$ cat config.mk
export PLATFORM = sky130hd
export DESIGN_NAME = asr_top
export DESIGN_NICKNAME = d
export VERILOG_FILES = /design/src/asr_pkg.sv /design/src/asr_sync.sv /design/src/asr_otp.sv /design/src/asr_top.sv
export SDC_FILE = /design/constraint.sdc
export NUM_CORES = 1
export LEC_CHECK = 0
export ABC_AREA = 1
export BUFFER_PORTS_ARGS = -buffer_cell sky130_fd_sc_hd__clkbuf_2
export CAP_MARGIN = 0
export CORE_ASPECT_RATIO = 0.9
export CORE_UTILIZATION = 40
export DETAILED_ROUTE_END_ITERATION = 10
export PLACE_DENSITY = 0.62
export SYNTH_ARGS = -nofsm -noshare
export SYNTH_HDL_FRONTEND = slang
export SYNTH_SLANG_ARGS = --single-unit
$ cat constraint.sdc
create_clock -name CLK_IN -period 2.1 [get_ports CLK_IN]
set_input_delay 0.315 -clock CLK_IN [delete_from_list [all_inputs] [get_ports CLK_IN]]
set_output_delay 0.315 -clock CLK_IN [all_outputs]
set_load 0.005 [all_outputs]
$ cat src/asr_pkg.sv
// constants, types and helpers for the angle sensor register bank
package asr_pkg;

  localparam int ADDR_W     = 14;
  localparam int WORD_W     = 16;
  localparam logic [4:0] FRAME_BITS = 5'h10;

  localparam logic [13:0] ADDR_IDLE     = 14'h0000;
  localparam logic [13:0] ADDR_FAULT    = 14'h0001;
  localparam logic [13:0] ADDR_BURN     = 14'h0003;
  localparam logic [13:0] ADDR_ZERO_HI  = 14'h0016;
  localparam logic [13:0] ADDR_ZERO_LO  = 14'h0017;
  localparam logic [13:0] ADDR_CFG_ONE  = 14'h0018;
  localparam logic [13:0] ADDR_CFG_TWO  = 14'h0019;
  localparam logic [13:0] ADDR_DIAG     = 14'h3ffc;
  localparam logic [13:0] ADDR_STRENGTH = 14'h3ffd;
  localparam logic [13:0] ADDR_RAW      = 14'h3ffe;
  localparam logic [13:0] ADDR_PRED     = 14'h3fff;

  // fault_flags fields
  localparam int FLT_FRAME  = 0;
  localparam int FLT_ADDR   = 1;
  localparam int FLT_PARITY = 2;

  // burn_control fields
  localparam int BRN_ENABLE = 0;
  localparam int BRN_RELOAD = 2;
  localparam int BRN_START  = 3;
  localparam int BRN_VERIFY = 6;
  localparam logic [7:0] BRN_MASK = 8'h4d;

  // diagnostics_gain fields
  localparam int DG_WEAK   = 11;
  localparam int DG_STRONG = 10;
  localparam int DG_COF    = 9;
  localparam int DG_LOOP   = 8;
  localparam logic [7:0] GAIN_MAX = 8'hff;
  localparam logic [7:0] GAIN_MIN = 8'h00;

  // zero_low_bits fields
  localparam int ZL_STRONG_EN = 6;
  localparam int ZL_WEAK_EN   = 7;

  // config_one fields
  localparam int C1_FACTORY = 0;
  localparam int C1_DIR     = 2;
  localparam int C1_PINSEL  = 3;
  localparam int C1_NOPRED  = 4;
  localparam int C1_BINARY  = 5;
  localparam int C1_SOURCE  = 6;
  localparam int C1_PULSE   = 7;

  localparam logic [7:0]  NV_RESET     = 8'h00;
  localparam logic [7:0]  CFG1_RESET   = 8'h01;
  localparam logic [15:0] FAULT_RESET  = 16'h0000;
  localparam logic [15:0] BURN_RESET   = 16'h0000;
  localparam logic [1:0]  LOAD_DELAY   = 2'h2;
  localparam logic [2:0]  PP_TOP_CODE  = 3'h7;

  typedef enum logic [0:0]
  {
    ASR_PH_CMD  = 1'b0,
    ASR_PH_DATA = 1'b1
  } asr_phase_t;

  function automatic logic asr_par_ok(input logic [15:0] w);
    return w[15] == (^w[14:0]);
  endfunction

  function automatic logic [15:0] asr_with_par(input logic [14:0] v);
    return {^v, v};
  endfunction

endpackage

$ cat src/asr_sync.sv
// two-stage synchroniser for link pins
`timescale 1ns/10ps
module asr_sync #(
  parameter int         WIDTH     = 3,
  parameter logic [2:0] RESET_VAL = 3'h0
) (
  input  wire logic             clk_in,
  input  wire logic             rst_n_in,
  input  wire logic [WIDTH-1:0] d_in,
  output logic      [WIDTH-1:0] q_out
);

  logic [WIDTH-1:0] meta_reg;

  always_ff @(posedge clk_in or negedge rst_n_in)
  begin
    if (!rst_n_in)
    begin
      meta_reg <= RESET_VAL[WIDTH-1:0];
      q_out    <= RESET_VAL[WIDTH-1:0];
    end
    else
    begin
      meta_reg <= d_in;
      q_out    <= meta_reg;
    end
  end

endmodule

$ cat src/asr_otp.sv
// one-time programmable store, cleared only by power-on
`timescale 1ns/10ps
module asr_otp (
  input  wire logic        clk_in,
  input  wire logic        por_n_in,
  input  wire logic        burn_req_in,
  input  wire logic [31:0] wdata_in,
  output logic      [31:0] rdata_out,
  output logic             burned_out
);

  logic [31:0] mem_reg;

  // programming is accepted once only
  always_ff @(posedge clk_in or negedge por_n_in)
  begin
    if (!por_n_in)
    begin
      mem_reg    <= 32'h0000_0000;
      burned_out <= 1'b0;
    end
    else if (burn_req_in && !burned_out)
    begin
      mem_reg    <= wdata_in;
      burned_out <= 1'b1;
    end
  end

  always_ff @(posedge clk_in or negedge por_n_in)
  begin
    if (!por_n_in)
      rdata_out <= 32'h0000_0000;
    else
      rdata_out <= mem_reg;
  end

endmodule

$ cat src/asr_top.sv
// serial-reached register bank of the rotary angle sensor
//
// Function
// - every access is decoded from a 14-bit address in the command word.
// - reading address zero returns zero and changes nothing.
// - fault flags hold parity fault at bit 2, frame fault at bit 0.
// - bit 1 is set by any access to an unimplemented address.
// - reading the fault flags clears them all.
// - burn control has enable bit 0, start bit 3, verify bit 6.
// - burn control bit 2 reloads shadows from the one-time memory.
// - weak-field flag bit 11 at gain 0xff, strong bit 10 at 0x00.
// - diagnostics: overflow bit 9, loop done bit 8, gain bits 7:0.
// - uncompensated angle reads at 0x3ffe, bits 13:0.
// - compensated angle reads at the top address, bits 13:0.
// - config bit 6 picks compensated or computed angle at top address.
// - shadow registers take soft writes; hardware reset discards them.
// - one-time memory programs once, survives reset, cannot be rewritten.
// - unprogrammed shadows read zero except the fixed factory bit.
// - zero position is high byte 7:0 plus low register bits 5:0.
// - low register bits 6 and 7 enable field faults onto error flag.
// - config one bit 0 reads 1; host keeps bit 1 at 0.
// - config one bit 2 inverts direction, bit 4 disables prediction.
// - config one bit 3 selects quadrature or commutation output use.
// - config one bit 7 enables pulse output, bit 5 binary counts.
// - config two: pole pairs 2:0, deadband 4:3, resolution 7:5.
// - a write is parity command word then 16-bit data word; a read is the command word alone.
// - commands execute only at chip select rising edge.
// - read data captured at frame end, shifted out next frame.
// - wrong command parity sets the parity fault bit.
`timescale 1ns/10ps
module asr_top
  import asr_pkg::*;
(
  input  wire logic        CLK_IN,
  input  wire logic        RST_N_IN,
  input  wire logic        OTP_POR_N_IN,
  input  wire logic        CSN_IN,
  input  wire logic        SCLK_IN,
  input  wire logic        MOSI_IN,
  output logic             MISO_OUT,
  output logic             MISO_OE_OUT,
  input  wire logic [7:0]  GAIN_VALUE_IN,
  input  wire logic        CORDIC_OVERFLOW_IN,
  input  wire logic        OFFSET_LOOP_DONE_IN,
  input  wire logic [13:0] VECTOR_STRENGTH_IN,
  input  wire logic [13:0] COMPUTED_ANGLE_IN,
  input  wire logic [13:0] PREDICTED_ANGLE_IN,
  output logic [13:0]      ZERO_POSITION_OUT,
  output logic             FIELD_ERROR_OUT,
  output logic             DIR_INVERT_OUT,
  output logic             PULSE_PIN_SELECT_OUT,
  output logic             PREDICT_DISABLE_OUT,
  output logic             QUAD_BINARY_SEL_OUT,
  output logic             PULSE_OUTPUT_ENABLE_OUT,
  output logic [2:0]       POLE_PAIRS_OUT,
  output logic [1:0]       STEP_DEADBAND_OUT,
  output logic [2:0]       QUAD_STEP_RES_OUT,
  output logic             OTP_BURNED_OUT
);

  //////////////////////////////////////////////////////////////////////////
  // link pin capture and edge finding

  logic [2:0]  pins_s;
  logic        csn_s;
  logic        sclk_s;
  logic        mosi_s;
  logic        csn_d_reg;
  logic        sclk_d_reg;
  logic        frame_start;
  logic        frame_end;
  logic        sclk_rise;
  logic        sclk_fall;

  asr_sync #(
    .WIDTH     (3),
    .RESET_VAL (3'h4)
  ) u_sync (
    .clk_in   (CLK_IN),
    .rst_n_in (RST_N_IN),
    .d_in     ({CSN_IN, SCLK_IN, MOSI_IN}),
    .q_out    (pins_s)
  );

  assign csn_s  = pins_s[2];
  assign sclk_s = pins_s[1];
  assign mosi_s = pins_s[0];

  always_ff @(posedge CLK_IN or negedge RST_N_IN)
  begin
    if (!RST_N_IN)
    begin
      csn_d_reg  <= 1'b1;
      sclk_d_reg <= 1'b0;
    end
    else
    begin
      csn_d_reg  <= csn_s;
      sclk_d_reg <= sclk_s;
    end
  end

  assign frame_start = csn_d_reg && !csn_s;
  assign frame_end   = !csn_d_reg && csn_s;
  assign sclk_rise   = !csn_s && !sclk_d_reg && sclk_s;
  assign sclk_fall   = !csn_s && sclk_d_reg && !sclk_s;

  //////////////////////////////////////////////////////////////////////////
  // receive shifter and bit counter

  logic [15:0] rx_reg;
  logic [4:0]  bit_cnt_reg;
  logic        frame_ok;
  logic        rx_par_ok;
  logic [13:0] rx_addr;
  logic        rx_is_read;

  always_ff @(posedge CLK_IN or negedge RST_N_IN)
  begin
    if (!RST_N_IN)
    begin
      rx_reg      <= 16'h0000;
      bit_cnt_reg <= 5'h00;
    end
    else if (frame_start)
      bit_cnt_reg <= 5'h00;
    else if (sclk_fall)
    begin
      rx_reg <= {rx_reg[14:0], mosi_s};
      if (bit_cnt_reg != 5'h1f)
        bit_cnt_reg <= bit_cnt_reg + 5'h01;
    end
  end

  assign frame_ok   = (bit_cnt_reg == FRAME_BITS);
  assign rx_par_ok  = asr_par_ok(rx_reg);
  assign rx_addr    = rx_reg[13:0];
  assign rx_is_read = rx_reg[14];

  //////////////////////////////////////////////////////////////////////////
  // register read decode

  logic [15:0] fault_reg;
  logic [15:0] burn_reg;
  logic [7:0]  zero_hi_reg;
  logic [7:0]  zero_lo_reg;
  logic [7:0]  cfg1_reg;
  logic [7:0]  cfg2_reg;
  logic [15:0] diag_word;
  logic [13:0] top_angle;

  always_comb
  begin
    diag_word            = 16'h0000;
    diag_word[DG_WEAK]   = (GAIN_VALUE_IN == GAIN_MAX);
    diag_word[DG_STRONG] = (GAIN_VALUE_IN == GAIN_MIN);
    diag_word[DG_COF]    = CORDIC_OVERFLOW_IN;
    diag_word[DG_LOOP]   = OFFSET_LOOP_DONE_IN;
    diag_word[7:0]       = GAIN_VALUE_IN;
  end

  assign top_angle = cfg1_reg[C1_SOURCE] ? COMPUTED_ANGLE_IN
                                         : PREDICTED_ANGLE_IN;

  function automatic logic addr_valid(input logic [13:0] a);
    return (a == ADDR_IDLE) || (a == ADDR_FAULT) || (a == ADDR_BURN) ||
           (a == ADDR_ZERO_HI) || (a == ADDR_ZERO_LO) ||
           (a == ADDR_CFG_ONE) || (a == ADDR_CFG_TWO) ||
           (a >= ADDR_DIAG);
  endfunction

  function automatic logic [13:0] read_value(input logic [13:0] a);
    logic [13:0] v;
    v = 14'h0000;
    unique case (a)
      ADDR_FAULT:    v = fault_reg[13:0];
      ADDR_BURN:     v = burn_reg[13:0];
      ADDR_ZERO_HI:  v = {6'h00, zero_hi_reg};
      ADDR_ZERO_LO:  v = {6'h00, zero_lo_reg};
      ADDR_CFG_ONE:  v = {6'h00, cfg1_reg};
      ADDR_CFG_TWO:  v = {6'h00, cfg2_reg};
      ADDR_DIAG:     v = diag_word[13:0];
      ADDR_STRENGTH: v = VECTOR_STRENGTH_IN;
      ADDR_RAW:      v = COMPUTED_ANGLE_IN;
      ADDR_PRED:     v = top_angle;
      default:       v = 14'h0000;
    endcase
    return v;
  endfunction

  //////////////////////////////////////////////////////////////////////////
  // frame execution at chip select release

  asr_phase_t  phase_reg;
  logic [13:0] pend_addr_reg;
  logic        pend_ok_reg;
  logic        cmd_end;
  logic        data_end;
  logic        cmd_good;
  logic        do_write;
  logic        clear_faults;
  logic [15:0] fault_set;

  assign cmd_end  = frame_end && (phase_reg == ASR_PH_CMD);
  assign data_end = frame_end && (phase_reg == ASR_PH_DATA);
  assign cmd_good = cmd_end && frame_ok && rx_par_ok;
  assign do_write = data_end && frame_ok && rx_par_ok && pend_ok_reg;
  assign clear_faults = cmd_good && rx_is_read && (rx_addr == ADDR_FAULT);

  always_comb
  begin
    fault_set             = 16'h0000;
    fault_set[FLT_FRAME]  = frame_end && !frame_ok;
    fault_set[FLT_PARITY] = frame_end && frame_ok && !rx_par_ok;
    fault_set[FLT_ADDR]   = cmd_good && !addr_valid(rx_addr);
  end

  always_ff @(posedge CLK_IN or negedge RST_N_IN)
  begin
    if (!RST_N_IN)
    begin
      phase_reg     <= ASR_PH_CMD;
      pend_addr_reg <= ADDR_IDLE;
      pend_ok_reg   <= 1'b0;
    end
    else if (cmd_end)
    begin
      pend_addr_reg <= rx_addr;
      pend_ok_reg   <= cmd_good && addr_valid(rx_addr);
      phase_reg     <= (cmd_good && !rx_is_read) ? ASR_PH_DATA
                                                 : ASR_PH_CMD;
    end
    else if (data_end)
      phase_reg <= ASR_PH_CMD;
  end

  // set wins over the read clear
  always_ff @(posedge CLK_IN or negedge RST_N_IN)
  begin
    if (!RST_N_IN)
      fault_reg <= FAULT_RESET;
    else
      fault_reg <= (clear_faults ? 16'h0000 : fault_reg)
                   | fault_set;
  end

  //////////////////////////////////////////////////////////////////////////
  // burn control and one-time memory

  logic [31:0] otp_rdata;
  logic        otp_burned;
  logic        burn_req_reg;
  logic [1:0]  load_cnt_reg;
  logic        load_now;
  logic        burn_wr;

  assign burn_wr  = do_write && (pend_addr_reg == ADDR_BURN);
  assign load_now = (load_cnt_reg == 2'h1);

  always_ff @(posedge CLK_IN or negedge RST_N_IN)
  begin
    if (!RST_N_IN)
    begin
      burn_reg     <= BURN_RESET;
      burn_req_reg <= 1'b0;
    end
    else
    begin
      burn_req_reg <= burn_wr && rx_reg[BRN_START]
                      && rx_reg[BRN_ENABLE];
      if (burn_wr)
        burn_reg <= {8'h00, rx_reg[7:0] & BRN_MASK};
    end
  end

  // shadows load after reset release and on reload or verify
  always_ff @(posedge CLK_IN or negedge RST_N_IN)
  begin
    if (!RST_N_IN)
      load_cnt_reg <= LOAD_DELAY;
    else if (burn_wr && (rx_reg[BRN_RELOAD] || rx_reg[BRN_VERIFY]))
      load_cnt_reg <= LOAD_DELAY;
    else if (load_cnt_reg != 2'h0)
      load_cnt_reg <= load_cnt_reg - 2'h1;
  end

  asr_otp u_otp (
    .clk_in      (CLK_IN),
    .por_n_in    (OTP_POR_N_IN),
    .burn_req_in (burn_req_reg),
    .wdata_in    ({cfg2_reg, cfg1_reg, zero_lo_reg, zero_hi_reg}),
    .rdata_out   (otp_rdata),
    .burned_out  (otp_burned)
  );

  //////////////////////////////////////////////////////////////////////////
  // non-volatile shadow registers

  always_ff @(posedge CLK_IN or negedge RST_N_IN)
  begin
    if (!RST_N_IN)
    begin
      zero_hi_reg <= NV_RESET;
      zero_lo_reg <= NV_RESET;
      cfg1_reg    <= CFG1_RESET;
      cfg2_reg    <= NV_RESET;
    end
    else if (load_now)
    begin
      zero_hi_reg <= otp_rdata[7:0];
      zero_lo_reg <= otp_rdata[15:8];
      cfg1_reg    <= {otp_rdata[23:17], 1'b1};
      cfg2_reg    <= otp_rdata[31:24];
    end
    else if (do_write)
    begin
      unique case (pend_addr_reg)
        ADDR_ZERO_HI: zero_hi_reg <= rx_reg[7:0];
        ADDR_ZERO_LO: zero_lo_reg <= rx_reg[7:0];
        ADDR_CFG_ONE: cfg1_reg    <= {rx_reg[7:1], 1'b1};
        ADDR_CFG_TWO: cfg2_reg    <= rx_reg[7:0];
        default:      cfg1_reg    <= cfg1_reg;
      endcase
    end
  end

  //////////////////////////////////////////////////////////////////////////
  // settings driven to the output generators

  logic field_err;

  assign field_err = CORDIC_OVERFLOW_IN
    || (diag_word[DG_WEAK] && zero_lo_reg[ZL_WEAK_EN])
    || (diag_word[DG_STRONG] && zero_lo_reg[ZL_STRONG_EN]);

  always_ff @(posedge CLK_IN or negedge RST_N_IN)
  begin
    if (!RST_N_IN)
    begin
      ZERO_POSITION_OUT       <= 14'h0000;
      FIELD_ERROR_OUT         <= 1'b0;
      DIR_INVERT_OUT          <= 1'b0;
      PULSE_PIN_SELECT_OUT    <= 1'b0;
      PREDICT_DISABLE_OUT     <= 1'b0;
      QUAD_BINARY_SEL_OUT     <= 1'b0;
      PULSE_OUTPUT_ENABLE_OUT <= 1'b0;
      POLE_PAIRS_OUT          <= 3'h1;
      STEP_DEADBAND_OUT       <= 2'h0;
      QUAD_STEP_RES_OUT       <= 3'h0;
      OTP_BURNED_OUT          <= 1'b0;
    end
    else
    begin
      ZERO_POSITION_OUT       <= {zero_hi_reg, zero_lo_reg[5:0]};
      FIELD_ERROR_OUT         <= field_err;
      DIR_INVERT_OUT          <= cfg1_reg[C1_DIR];
      PULSE_PIN_SELECT_OUT    <= cfg1_reg[C1_PINSEL];
      PREDICT_DISABLE_OUT     <= cfg1_reg[C1_NOPRED];
      QUAD_BINARY_SEL_OUT     <= cfg1_reg[C1_BINARY];
      PULSE_OUTPUT_ENABLE_OUT <= cfg1_reg[C1_PULSE];
      POLE_PAIRS_OUT          <= (cfg2_reg[2:0] == PP_TOP_CODE)
                                 ? PP_TOP_CODE : cfg2_reg[2:0] + 3'h1;
      STEP_DEADBAND_OUT       <= cfg2_reg[4:3];
      QUAD_STEP_RES_OUT       <= cfg2_reg[7:5];
      OTP_BURNED_OUT          <= otp_burned;
    end
  end

  //////////////////////////////////////////////////////////////////////////
  // transmit word and shifter

  logic [15:0] tx_word_reg;
  logic [15:0] tx_shift_reg;
  logic        tx_refresh_reg;

  always_ff @(posedge CLK_IN or negedge RST_N_IN)
  begin
    if (!RST_N_IN)
    begin
      tx_word_reg    <= 16'h0000;
      tx_refresh_reg <= 1'b0;
    end
    else
    begin
      tx_refresh_reg <= do_write;
      if (cmd_end && !cmd_good)
        tx_word_reg <= asr_with_par({1'b1, 14'h0000});
      else if (cmd_good)
        tx_word_reg <= asr_with_par({1'b0, read_value(rx_addr)});
      else if (tx_refresh_reg)
        tx_word_reg <= asr_with_par({1'b0, read_value(pend_addr_reg)});
    end
  end

  always_ff @(posedge CLK_IN or negedge RST_N_IN)
  begin
    if (!RST_N_IN)
    begin
      tx_shift_reg <= 16'h0000;
      MISO_OUT     <= 1'b0;
    end
    else if (frame_start)
    begin
      tx_shift_reg <= tx_word_reg;
      MISO_OUT     <= 1'b0;
    end
    else if (sclk_rise)
    begin
      MISO_OUT     <= tx_shift_reg[15];
      tx_shift_reg <= {tx_shift_reg[14:0], 1'b0};
    end
  end

  assign MISO_OE_OUT = !csn_s;
endmodule

======== Word-level counts from Yosys, hierarchy flattened ========
Cells that the tools add are included.
cells by class
  add/subtract/negate cells ............... 3
  $mul .................................... 0
  divide/modulo/power cells ............... 0
  magnitude comparators ................... 1
  equality and inequality tests ........... 26
  shift operators ......................... 0
  mux-type cells .......................... 37
  bitwise operators ....................... 3
  reductions and logical operators ........ 72
operator list
  kind                  number
  $pmux 14 s10          2
  $eq 14x14->1 const B  8
  $eq 14x5->1 const B   8
  $mux 16               6
  $mux 8                12
  $mux 14               6
  $reduce_xor 15->1     3
  $logic_and 1x1->1     29
  $eq 14x1->1 const B   2
  $eq 14x2->1 const B   2
  $reduce_bool 2->1     11
  $or 16x3->16          1
  $mux 5                3
  $ge 14x14->1 const B  1
  $logic_not 14->1      1
  $reduce_and 2->1      6
  $logic_not 1->1       10
  $logic_or 1x1->1      10
  $eq 8x8->1 const B    1
  $logic_not 8->1       1
  $add 5x1->5 const B   1
  $eq 5x5->1 const B    1
  $mux 1                5
  $ne 5x5->1 const B    1
  other kinds (9)       11
word-level totals
  flip-flop bits (word level) ............. 228
  latch bits .............................. 0
  memory bits (writable) .................. 0
  memory bits (read-only) ................. 0
  output and inout port bits .............. 31
  logic and storage cells ................. 177
  memories ................................ 0

======== Logic depth before layout (Yosys ltp) ========
Gate-level depths: netlist of run 1.
  word-level depth ........................ 12
  gate-level depth with buffers ........... 22
  depth with buffers taken out ............ 22

======== Modules after synthesis ========
Synthesis of run 1 repeated with hierarchy kept, for this count alone.
second synthesis, totals
  cells, all modules ...................... 1391
  area total of the unflattened synthesis .. 11018.1 µm²
by module, submodules not included
  module    times used  cells each  area an instance (µm²)  seq. area each (µm²)
  asr_top   1           1211        8700.8                  3582.2
  asr_otp   1           174         2164.6                  1626.6
  asr_sync  1           6           152.6                   152.6

======== Least setup slack after synthesis of run 1 ========
Ideal clock, no wire load.
  path kind ............................... register to register
  start point ............................. register rx_reg[2]
  end point ............................... register zero_hi_reg[6]
  library setup time ...................... 0.122 ns
  data arrival time ....................... 2.107 ns
  data required time ...................... 1.978 ns
  setup slack ............................. -0.129 ns
  stages on the path, launching flop included .. 13
  path buffers ............................ 1
  period minus slack after synthesis ...... 2.229 ns
  cell sequence ........................... dfrtp_1 -> inv_1 -> ha_1 -> xor2_1 -> xnor2_1 -> xnor2_1 -> xnor2_2 -> nand2_2 -> inv_2 -> a31oi_4 -> buf_4 -> nand2_1 -> o21ai_1
between the ends
  word-level cells in the longest chain between the ends .. 6
RTL lines
  item                                RTL line        RTL
  start: declaration                  asr_top.sv:111  logic [15:0] rx_reg;
  start signal: assignment            asr_top.sv:129  rx_reg <= {rx_reg[14:0], mosi_s};
  $reduce_xor 15->1                   asr_pkg.sv:67   return w[15] == (^w[14:0]);
  $eq 1x1->1                          asr_pkg.sv:67
  $logic_and 1x1->1 (2 in series)     asr_top.sv:207  assign do_write = data_end && frame_ok && rx_par_ok && pend_ok_reg;
  via do_write                        asr_top.sv:200  logic do_write;
  $reduce_bool 2->1 (no source line)  -
  $reduce_and 2->1 (no source line)   -
  end signal: assignment              asr_top.sv:310  zero_hi_reg <= otp_rdata[7:0];
  end signal: assignment              asr_top.sv:318  ADDR_ZERO_HI: zero_hi_reg <= rx_reg[7:0];
  end: declaration                    asr_top.sv:145  logic [7:0] zero_hi_reg;
The timed path passes the listed nets, and every way through them passes these cells.
A chain may end at the register's enable or synchronous reset.

======== Final worst setup path of run 1 ========
  start point ............................. register rx_reg[5]
  end point ............................... register cfg2_reg[6]
between the ends
  word-level cells in the longest chain between the ends .. 6
RTL lines
  item                                RTL line        RTL
  $reduce_xor 15->1                   asr_pkg.sv:67
  $eq 1x1->1                          asr_pkg.sv:67
  $logic_and 1x1->1 (2 in series)     asr_top.sv:207
  via do_write                        asr_top.sv:200
  $reduce_bool 2->1 (no source line)  -
  $reduce_and 2->1 (no source line)   -
  end signal: assignment              asr_top.sv:313  cfg2_reg <= otp_rdata[31:24];
  end signal: assignment              asr_top.sv:321  ADDR_CFG_TWO: cfg2_reg <= rx_reg[7:0];
  end: declaration                    asr_top.sv:148  logic [7:0] cfg2_reg;
The timed path passes the listed nets, and every way through them passes these cells.

==> results.toml, run 1 <==
[global_route]
grt_overflow = 0
grt_max_degree = 64
grt_usage_pct = 25.4
grt_pass1_vias = 10100
antenna_found_initial = 0
grt_pass1_wl_mm = 54.9

[yosys]
async_flop_share_pct = 100
avgSynthCellArea_um2 = 7.94
seq_area_frac_synth_pct = 48.9
postSynthCellCount = 1368
synth_edf_count = 0
synth.net_count = 1451
synth_area_um2 = 10900
yosysWarnings = 0
synth_ff_type = "dfrtp_1"
synthDistinctLibCells = 49
yosys_register_bits = 212

[power]
p_total_mw = 13.1
power_frac_clock_pct = 31.0
seq_power_share_pct = 38.6
swShare_pct = 33.2
peakVddDrop_v = 0.000524
p_switching_mw = 4.34
leakage_nw = 7.53
combPwrFrac_pct = 30.5
p_per_area_nw_per_um2 = 852
internal_power_mw = 8.74

[clock_tree]
cts_tree = "built"
h-tree-depth = 1
cts_root_buf = "clkbuf_16"
clock_latency_ns = 0.52
cts_sinks = 212
cts_buffers = 23
clkTransAtPathRegs_ns = 0.07
clock_path_buffers = 3

[sta]
post-route-period-util_pct = 117
report.final.slew_viol_count = 0
relSlewSlack_pct = 27.8
worst_pin_slew_ns = 1.08
setup_viol = 57
setup_tns_ns = -15.69
holdWs_ns = 0.113
period_needed_ns = 2.46
finalHoldViolCount = 0
fmax_mhz = 406
clock_skew_ns = 0.00920
postLayoutSetupSlackWorst_ns = -0.362
rsz0062_at_grt = "yes"

[run_status]
violations = "negative setup slack"
status = "finished with violations"

[critical_path]
cp-start-kind = "flop"
path_cells = "inv_2 > buf_4 > ha_4 > xnor2_4 > xnor2_2 > xnor2_2 > xnor2_2 > nand2_2 > clkinv_4 > buf_12 > a31oi_4 > buf_12 > nand2_1 > o21ai_1"
path_class = "flop to flop"
critPathMostFrequentCell = "xnor2_2"
r2r_slack_ns = -0.36
cp_slowest_cell = "dfrtp_1"
worst_ep_required_time_ns = 2.54
slowest_delay_ns = 0.38
path_max_fanout = 8
worst-path-buf-inv = 5
critPathTopFamily = "XOR/XNOR gates"
cp-end-kind = "flop"
cp_data_arrival_time_ns = 2.91

[final_layout]
instances_no_fill = 2024
antenna_cells = 0
layout-drive-gt1-share_pct = 35.8
finish.utilization_pct = 58.2
areaGrowthSynthToFinish_pct = 41.3
seqCellArea_um2 = 5310
multi_input_area_um2 = 5840
nFillCells = 2303
largest_reg_flops = 32
fin_area_um2 = 15300
final_nets = 1745

[detailed_routing]
routed_wl_mm = 35.4
drcViolationCount = 0
drt_iter0_drc = 925
viasPerCell = 5.25
wl_per_cell_um = 17.5
firstDrtPassIters = 6
antenna_left = 0
vias = 10600

[place]
numPortBuffers = 88
hpwl_mm = 25.1
dpl.cell_count = 1920
gp_congestion = 1.00
place_ws_ns = -0.608
place_area_um2 = 12900

[die]
die_x_um = 176
core_um2 = 26300
die_h_um = 158
row_count = 56
ios = 89
initial_utilization_pct = 41.2
die-area_um2 = 27800

[job]
maxCapViolations = 0

[hold_path]
hold_path.class = "input port to flop"
[final cells by class]
| class | count | share of cell area (%) |
|---|---|---|
| Clock buffer | 29 | 4.16 |
| Clock inverter | 10 | 0.766 |
| Inverter | 133 | 3.43 |
| Multi-Input combinational cell | 984 | 38.1 |
| Sequential cell | 212 | 34.6 |
| Tap cell | 348 | 2.84 |
| Timing Repair Buffer | 308 | 16.1 |
[timing repair]
action                     in CTS  in global routing
pin swaps                      61                 68
gates resized for setup       211                 97
hold buffers                    5                  0
hold endpoints to repair       94                  0
setup buffers                  35                 20
setup endpoints to repair      60                 58
cloned                          6                  2
[metal layers]
metal,wire (um),GRT usage (%)
met2,16100,40.8
met5,0,0
met1,15600,35.3
met3,2640,4.04
met4,1140,8.07
[logic make-up (layout without fill, tap and decap cells)]
group           after synthesis  in the layout  share of synthesized area (%)
mux                          11             11                           1.14
simple gates                688            691                           27.1
buf+inv                     175            480                           6.62
xor+xnor                     11             11                          0.956
fa+ha+maj                    25             25                           2.88
flops                       212            212                           48.9
compound gates              246            246                           12.4
[worst reg2reg max path, cell delays in order (launching register included)]
cell and delay, ns:
dfrtp_1 0.38, inv_2 0.06, buf_4 0.14, ha_4 0.25, xnor2_4 0.13, xnor2_2 0.15, xnor2_2 0.16, xnor2_2 0.19
nand2_2 0.13, clkinv_4 0.10, buf_12 0.14, a31oi_4 0.25, buf_12 0.17, nand2_1 0.05, o21ai_1 0.09
[cell usage after synthesis (all sizes together), types with 5 or more instances]
master	n	area [um^2]
o22ai	6	37.5
clkbuf	22	82.6
dfstp	5	131
nand4	16	100
o21ai	170	851
buf	20	138
mux2	11	124
nand3	116	581
dfrtp	207	5180
nand2	400	1540
xnor2	8	77.6
inv	130	488
a31oi	17	151
nor2	144	644
ha	25	313
a21oi	39	199
[cells in the final DEF (no fill, tap or decap), drive strengths merged, types with 2 or more instances in the layout]
master,synthesis,final
a21oi,39,39
xnor2,8,8
inv,130,132
clkbuf,22,117
nand3,116,116
nor2,144,145
clkinv,3,5
ha,25,25
nand4,16,16
dlygate4sd3,0,5
o21ai,170,170
nand3b,4,4
o22ai,6,6
nor3,3,3
xor2,3,3
a21boi,2,2
nand2,400,402
bufinv,0,2
clkinvlp,0,4
dfstp,5,5
a31oi,17,17
dfrtp,207,207
buf,20,215
mux2,11,11
or2,3,3
o211ai,4,4
[power by group through the flow]
stage	sequential, mW	combinational (mW)	clock (mW)
final	5.04	3.98	4.05
after global routing	5.10	4.30	4.30
after CTS	5.02	3.68	4.12
after detailed placement	5.08	2.91	0
after global placement	5.08	2.87	0
after floorplan	4.96	1.70	0
[final timing paths]
check                      cells after the start                          from                           end
min                                            2            CORDIC_OVERFLOW_IN     FIELD_ERROR_OUT$_DFF_PN0_
max                                           14         rx_reg[5]$_DFFE_PN0P_       cfg2_reg[6]$_DFFE_PN0P_
min in group asynchronous                      2                      RST_N_IN  tx_shift_reg[15]$_DFFE_PN0P_
min reg2reg                                    0  u_sync.meta_reg[1]$_DFF_PN0_     u_sync.q_out[1]$_DFF_PN0_
max in group asynchronous                      3                      RST_N_IN   POLE_PAIRS_OUT[0]$_DFF_PN1_
max reg2reg                                   14         rx_reg[5]$_DFFE_PN0P_       cfg2_reg[6]$_DFFE_PN0P_
Note: power is estimated with default switching activity, not from simulation.
==> run 2, diff against run 1 <==
- CTS_BUF_LIST: default -> sky130_fd_sc_hd__clkbuf_4
- SYNTH_HIERARCHICAL: default -> 1
==> run 2 against run 1 <==
Compared with the run above: the flow still finishes with violations (negative setup slack); largest cell class unchanged; via count decreased by 1.3%; utilization fell by 3.8 points; sequential power down 7.1%; critical endpoint is now cfg2_reg[2]$_DFFE_PN0P_; clock skew grew 0.046 ns; total power is 15% lower; combinational power down 24%; count of clock-buffer cells in the layout rose by 42; flip-flop and latch count is the same; die area is 0.82% higher; fmax shrank 3.8%; synthesized cell count rose by 1.2%; worst setup slack worse by 0.097 ns; critical path type unchanged.
==> results.toml, run 2 <==
[run_status]
status = "finished with violations"
violations = "negative setup slack"

[die]
initial_utilization_pct = 40.6
ios = 89
row_count = 57
core_um2 = 27000
die_x_um = 176
die-area_um2 = 28000
die_h_um = 159

[detailed_routing]
drt_iter0_drc = 921
vias = 10500
firstDrtPassIters = 5
antenna_left = 0
routed_wl_mm = 35.2
wl_per_cell_um = 17.1
drcViolationCount = 0
viasPerCell = 5.10

[clock_tree]
cts_root_buf = "clkbuf_4"
clock_latency_ns = 0.71
cts_tree = "built"
clkTransAtPathRegs_ns = 0.07
clock_path_buffers = 3
cts_buffers = 54
h-tree-depth = 2
cts_sinks = 212

[critical_path]
cp-start-kind = "flop"
cp-end-kind = "flop"
path_class = "flop to flop"
path_max_fanout = 6
worst_ep_required_time_ns = 2.63
rr_worst_depth = 14
cp_data_arrival_time_ns = 3.09

[yosys]
synth_area_um2 = 11000
synth.net_count = 1468
yosysWarnings = 6
postSynthCellCount = 1385
avgSynthCellArea_um2 = 7.91

[final_layout]
final_common_cell = "nand2_1"
instances_no_fill = 2055
areaGrowthSynthToFinish_pct = 34.0
layout_common_cells = "nand2_1 (416), dfrtp_1 (203), buf_4 (144), nand3_1 (118), inv_1 (112)"
multi_input_area_um2 = 5470
final_nets = 1754
seqCellArea_um2 = 5320
layout-drive-gt1-share_pct = 32.2
nFillCells = 2527

[global_route]
antenna_found_initial = 1
grt_usage_pct = 25.2
grt_pass1_wl_mm = 55.0
grt_max_degree = 64
grt_overflow = 0
grt_pass1_vias = 10200

[sta]
setup_viol = 57
post-route-period-util_pct = 122
fmax_mhz = 391
rsz0062_at_grt = "yes"
worst_pin_slew_ns = 1.06
clock_skew_ns = 0.0555
relSlewSlack_pct = 29.1
period_needed_ns = 2.56
postLayoutSetupSlackWorst_ns = -0.459
setup_tns_ns = -17.04
finalHoldViolCount = 0
report.final.slew_viol_count = 0

[place]
dpl.cell_count = 1936
gp_congestion = 0.972
numPortBuffers = 88
hpwl_mm = 25.1

[power]
peakVddDrop_v = 0.000382
p_per_area_nw_per_um2 = 761
leakage_nw = 7.58

[hold_path]
hold_path.class = "input port to asynchronous set/reset pin"

[job]
maxCapViolations = 0
run 2: layout make-up:
class / count / share of cell area, %
diodes: 1 / 0.0171
clock buffers: 71 / 3.63
clock inverters: 14 / 0.853
inverters: 151 / 4.28
multi-input cells: 978 / 37.2
flip-flops and latches: 212 / 36.2
well taps: 354 / 3.02
repair buffers: 269 / 14.4
repair inverters: 5 / 0.298
run 2: final timing paths:
| check | startpoint | end | slack [ns] |
|---|---|---|---|
| max | rx_reg[2]$_DFFE_PN0P_ | cfg2_reg[2]$_DFFE_PN0P_ | -0.46 |
| min | RST_N_IN | pend_addr_reg[13]$_DFFE_PN0P_ | 0.13 |
| max reg2reg | rx_reg[2]$_DFFE_PN0P_ | cfg2_reg[2]$_DFFE_PN0P_ | -0.46 |
| min reg2reg | u_sync/meta_reg[0]$_DFF_PN0_ | u_sync/q_out[0]$_DFF_PN0_ | 0.35 |
| max in group asynchronous | RST_N_IN | cfg2_reg[1]$_DFFE_PN0P_ | 1.25 |
| min in group CLK_IN | GAIN_VALUE_IN[6] | FIELD_ERROR_OUT$_DFF_PN0_ | 0.14 |
run 2: worst max-delay path, stage by stage, from the launching register on:
cell	delay, ns
dfrtp_2	0.44
buf_6	0.13
inv_4	0.06
ha_4	0.20
xor2_2	0.16
xnor2_2	0.16
xnor2_2	0.23
xnor2_2	0.15
nand2_2	0.14
nor2_2	0.15
inv_2	0.06
nand2_4	0.08
clkinvlp_4	0.24
nand2_1	0.12
o211ai_1	0.09
run 2: metrics by stage:
| step | utilization (%) | worst slack, ns | area [um^2] | hold slack [ns] | total power, mW |
|---|---|---|---|---|---|
| global route | 54.4 | -0.639 | 14700 | 0.120 | 11.8 |
| finish | 54.4 | -0.459 | 14700 | 0.129 | 11.2 |
| CTS | 52.2 | -0.446 | 14100 | 0.0807 | 10.8 |
| global placement | 48.0 | -0.501 | 12900 | 0.274 | 7.05 |
| floorplan | - | -0.107 | 11000 | 0.0194 | 6.01 |
| detailed placement | 48.0 | -0.527 | 12900 | 0.274 | 7.07 |
run 2: where the power goes:
part | total, mW | switching [mW] | internal (mW)
Sequential | 4.68 | 0.284 | 4.40
Clock | 3.48 | 1.66 | 1.82
Combinational | 3.01 | 1.80 | 1.21
run 2: timing repair:
item,CTS,global route
hold buffers,6,0
endpoints found under the hold margin,211,0
setup buffers,10,13
setup endpoints to repair,59,61
pin swaps,13,34
gates cloned,3,6
gates resized for setup,78,135
run 2: metal layers:
layer	vias up	track usage, %	routed length, um
li1	5080	-	-
met4	0	8.23	967
met3	74	5.13	2840
met1	4938	36.1	15900
met5	-	0	0
met2	384	38.1	15400
==> run 3, diff against run 2 <==
- ABC_AREA: 1 -> default
==> run 3 against run 2 <==
Compared with the run above: the run still ends with negative setup slack left; critical path depth fell by 3; die area fell by 5.8%; total power fell by 7.6%; clock power increased by 2%; fmax is 14% lower; worst setup slack worse by 0.43 ns; worst hold slack worse by 0.090 ns; combinational power down 16%; global-route usage up 1.0 points; register-to-register slack worse by 0.43 ns; sequential power fell by 9.2%; cell area grew 4.7%; critical endpoint is now tx_word_reg[15]$_DFFE_PN0P_.
==> results.toml, run 3 <==
[critical_path]
r2r_slack_ns = -0.89
cp_data_arrival_time_ns = 3.55
path_max_fanout = 9
path_class = "flop to flop"
critPathLaunch = "rx_reg[1]$_DFFE_PN0P_"
cp-start-kind = "flop"
worst_ep_required_time_ns = 2.66
cp-end-kind = "flop"
r2r_start = "rx_reg[1]$_DFFE_PN0P_"

[sta]
finalHoldViolCount = 0
report.final.slew_viol_count = 0
setup_viol = 50
period_needed_ns = 2.99
relSlewSlack_pct = 60.2
postLayoutSetupSlackWorst_ns = -0.887
worst_pin_slew_ns = 0.597
post-route-period-util_pct = 142
clock_skew_ns = 0.0402
rsz0062_at_grt = "yes"
fmax_mhz = 335

[final_layout]
seqCellArea_um2 = 5310
finish.utilization_pct = 60.8
layout-drive-gt1-share_pct = 52.5
fin_area_um2 = 15400
nFillCells = 2104
areaGrowthSynthToFinish_pct = 49.0
layout_common_cells = "buf_4 (249), dfrtp_1 (205), nand2_1 (102), clkbuf_2 (87), clkbuf_4 (81)"
final_common_cell = "buf_4"
multi_input_area_um2 = 5630
instances_no_fill = 1729
final_nets = 1427

[global_route]
grt_max_degree = 63
grt_overflow = 0
grt_pass1_vias = 9184
grt_pass1_wl_mm = 52.5
antenna_found_initial = 1
grt_usage_pct = 26.2

[detailed_routing]
firstDrtPassIters = 6
viasPerCell = 5.32
routed_wl_mm = 34.4
antenna_left = 0
drt_iter0_drc = 808
vias = 9205
wl_per_cell_um = 19.9
drcViolationCount = 0

[yosys]
postSynthCellCount = 932
yosysWarnings = 6
synth_area_um2 = 10300
avgSynthCellArea_um2 = 11.1
synth.net_count = 1015

[die]
die-area_um2 = 26400
die_h_um = 154
initial_utilization_pct = 40.8
core_um2 = 25300
ios = 89
row_count = 55
die_x_um = 171

[place]
hpwl_mm = 24.3
gp_congestion = 0.938
numPortBuffers = 88
place_ws_ns = -1.01
place_area_um2 = 13200
dpl.cell_count = 1573

[hold_path]
hold_path.class = "input port to asynchronous set/reset pin"

[clock_tree]
clkTransAtPathRegs_ns = 0.07
cts_sinks = 212
cts_root_buf = "clkbuf_4"
cts_tree = "built"
cts_buffers = 56
clock_path_buffers = 3
h-tree-depth = 2
clock_latency_ns = 0.70

[power]
peakVddDrop_v = 0.000405
leakage_nw = 7.16
p_per_area_nw_per_um2 = 672

[run_status]
status = "finished with violations"
violations = "negative setup slack"

[job]
maxCapViolations = 0
## run 3: report_power, final
group          switching (mW)  internal (mW)
Clock                    1.77           1.77
Combinational            1.27           1.27
Sequential             0.0784           4.17
Total                    3.11           7.21
## run 3: path summary, 6_finish.rpt
path	depth (start not counted)	to
worst max-delay path	11	tx_word_reg[15]$_DFFE_PN0P_
worst min register to register	0	u_sync/q_out[0]$_DFF_PN0_
worst max register to register	11	tx_word_reg[15]$_DFFE_PN0P_
worst min-delay path	2	u_otp/mem_reg[10]$_DFFE_PN0P_
max in group asynchronous	3	POLE_PAIRS_OUT[0]$_DFF_PN1_
min in group CLK_IN	5	tx_word_reg[9]$_DFFE_PN0P_
## run 3: per-stage QoR
step / hold slack [ns] / setup TNS, ns / power (mW)
after floorplan: 0.0194 / -8.79 / 5.20
after global placement: 0.212 / -16.66 / 6.25
after detailed placement: 0.213 / -18.10 / 6.27
after CTS: 0.00337 / -13.19 / 10.2
after global routing: 0.0479 / -17.36 / 10.8
final: 0.0389 / -12.61 / 10.3
## run 3: cell type report
cell class	count	area share, %
repair buffers	400	20.7
inverters	27	0.774
clock buffers	81	3.96
multi-input cells	647	36.6
diodes	1	0.0163
well taps	342	2.79
flip-flops and latches	212	34.6
clock inverters	19	0.529
## run 3: per-layer routing
layer	up-vias	share of wire, %	GRT usage (%)
met3	70	5.9	4.27
li1	4226	-	-
met1	4556	45	36.0
met5	-	0	0
met2	353	47	42.5
met4	0	2.5	7.82
## run 3: critical path, cell delays in order (launching register included)
cell	delay, ns
dfrtp_1	0.44
ha_1	0.22
buf_4	0.19
a22o_1	0.23
a221oi_1	0.32
buf_4	0.17
and4_4	0.24
xnor2_1	0.10
xnor2_1	0.25
xnor2_1	0.15
xnor3_1	0.39
o32a_1	0.15
## run 3: what timing repair did
action	4_1_cts	5_1_grt
cloned	3	1
setup endpoints to repair	53	59
pin swaps	40	46
hold buffers	6	0
buffers inserted	27	31
endpoints found under the hold margin	162	0
gates resized for setup	122	112
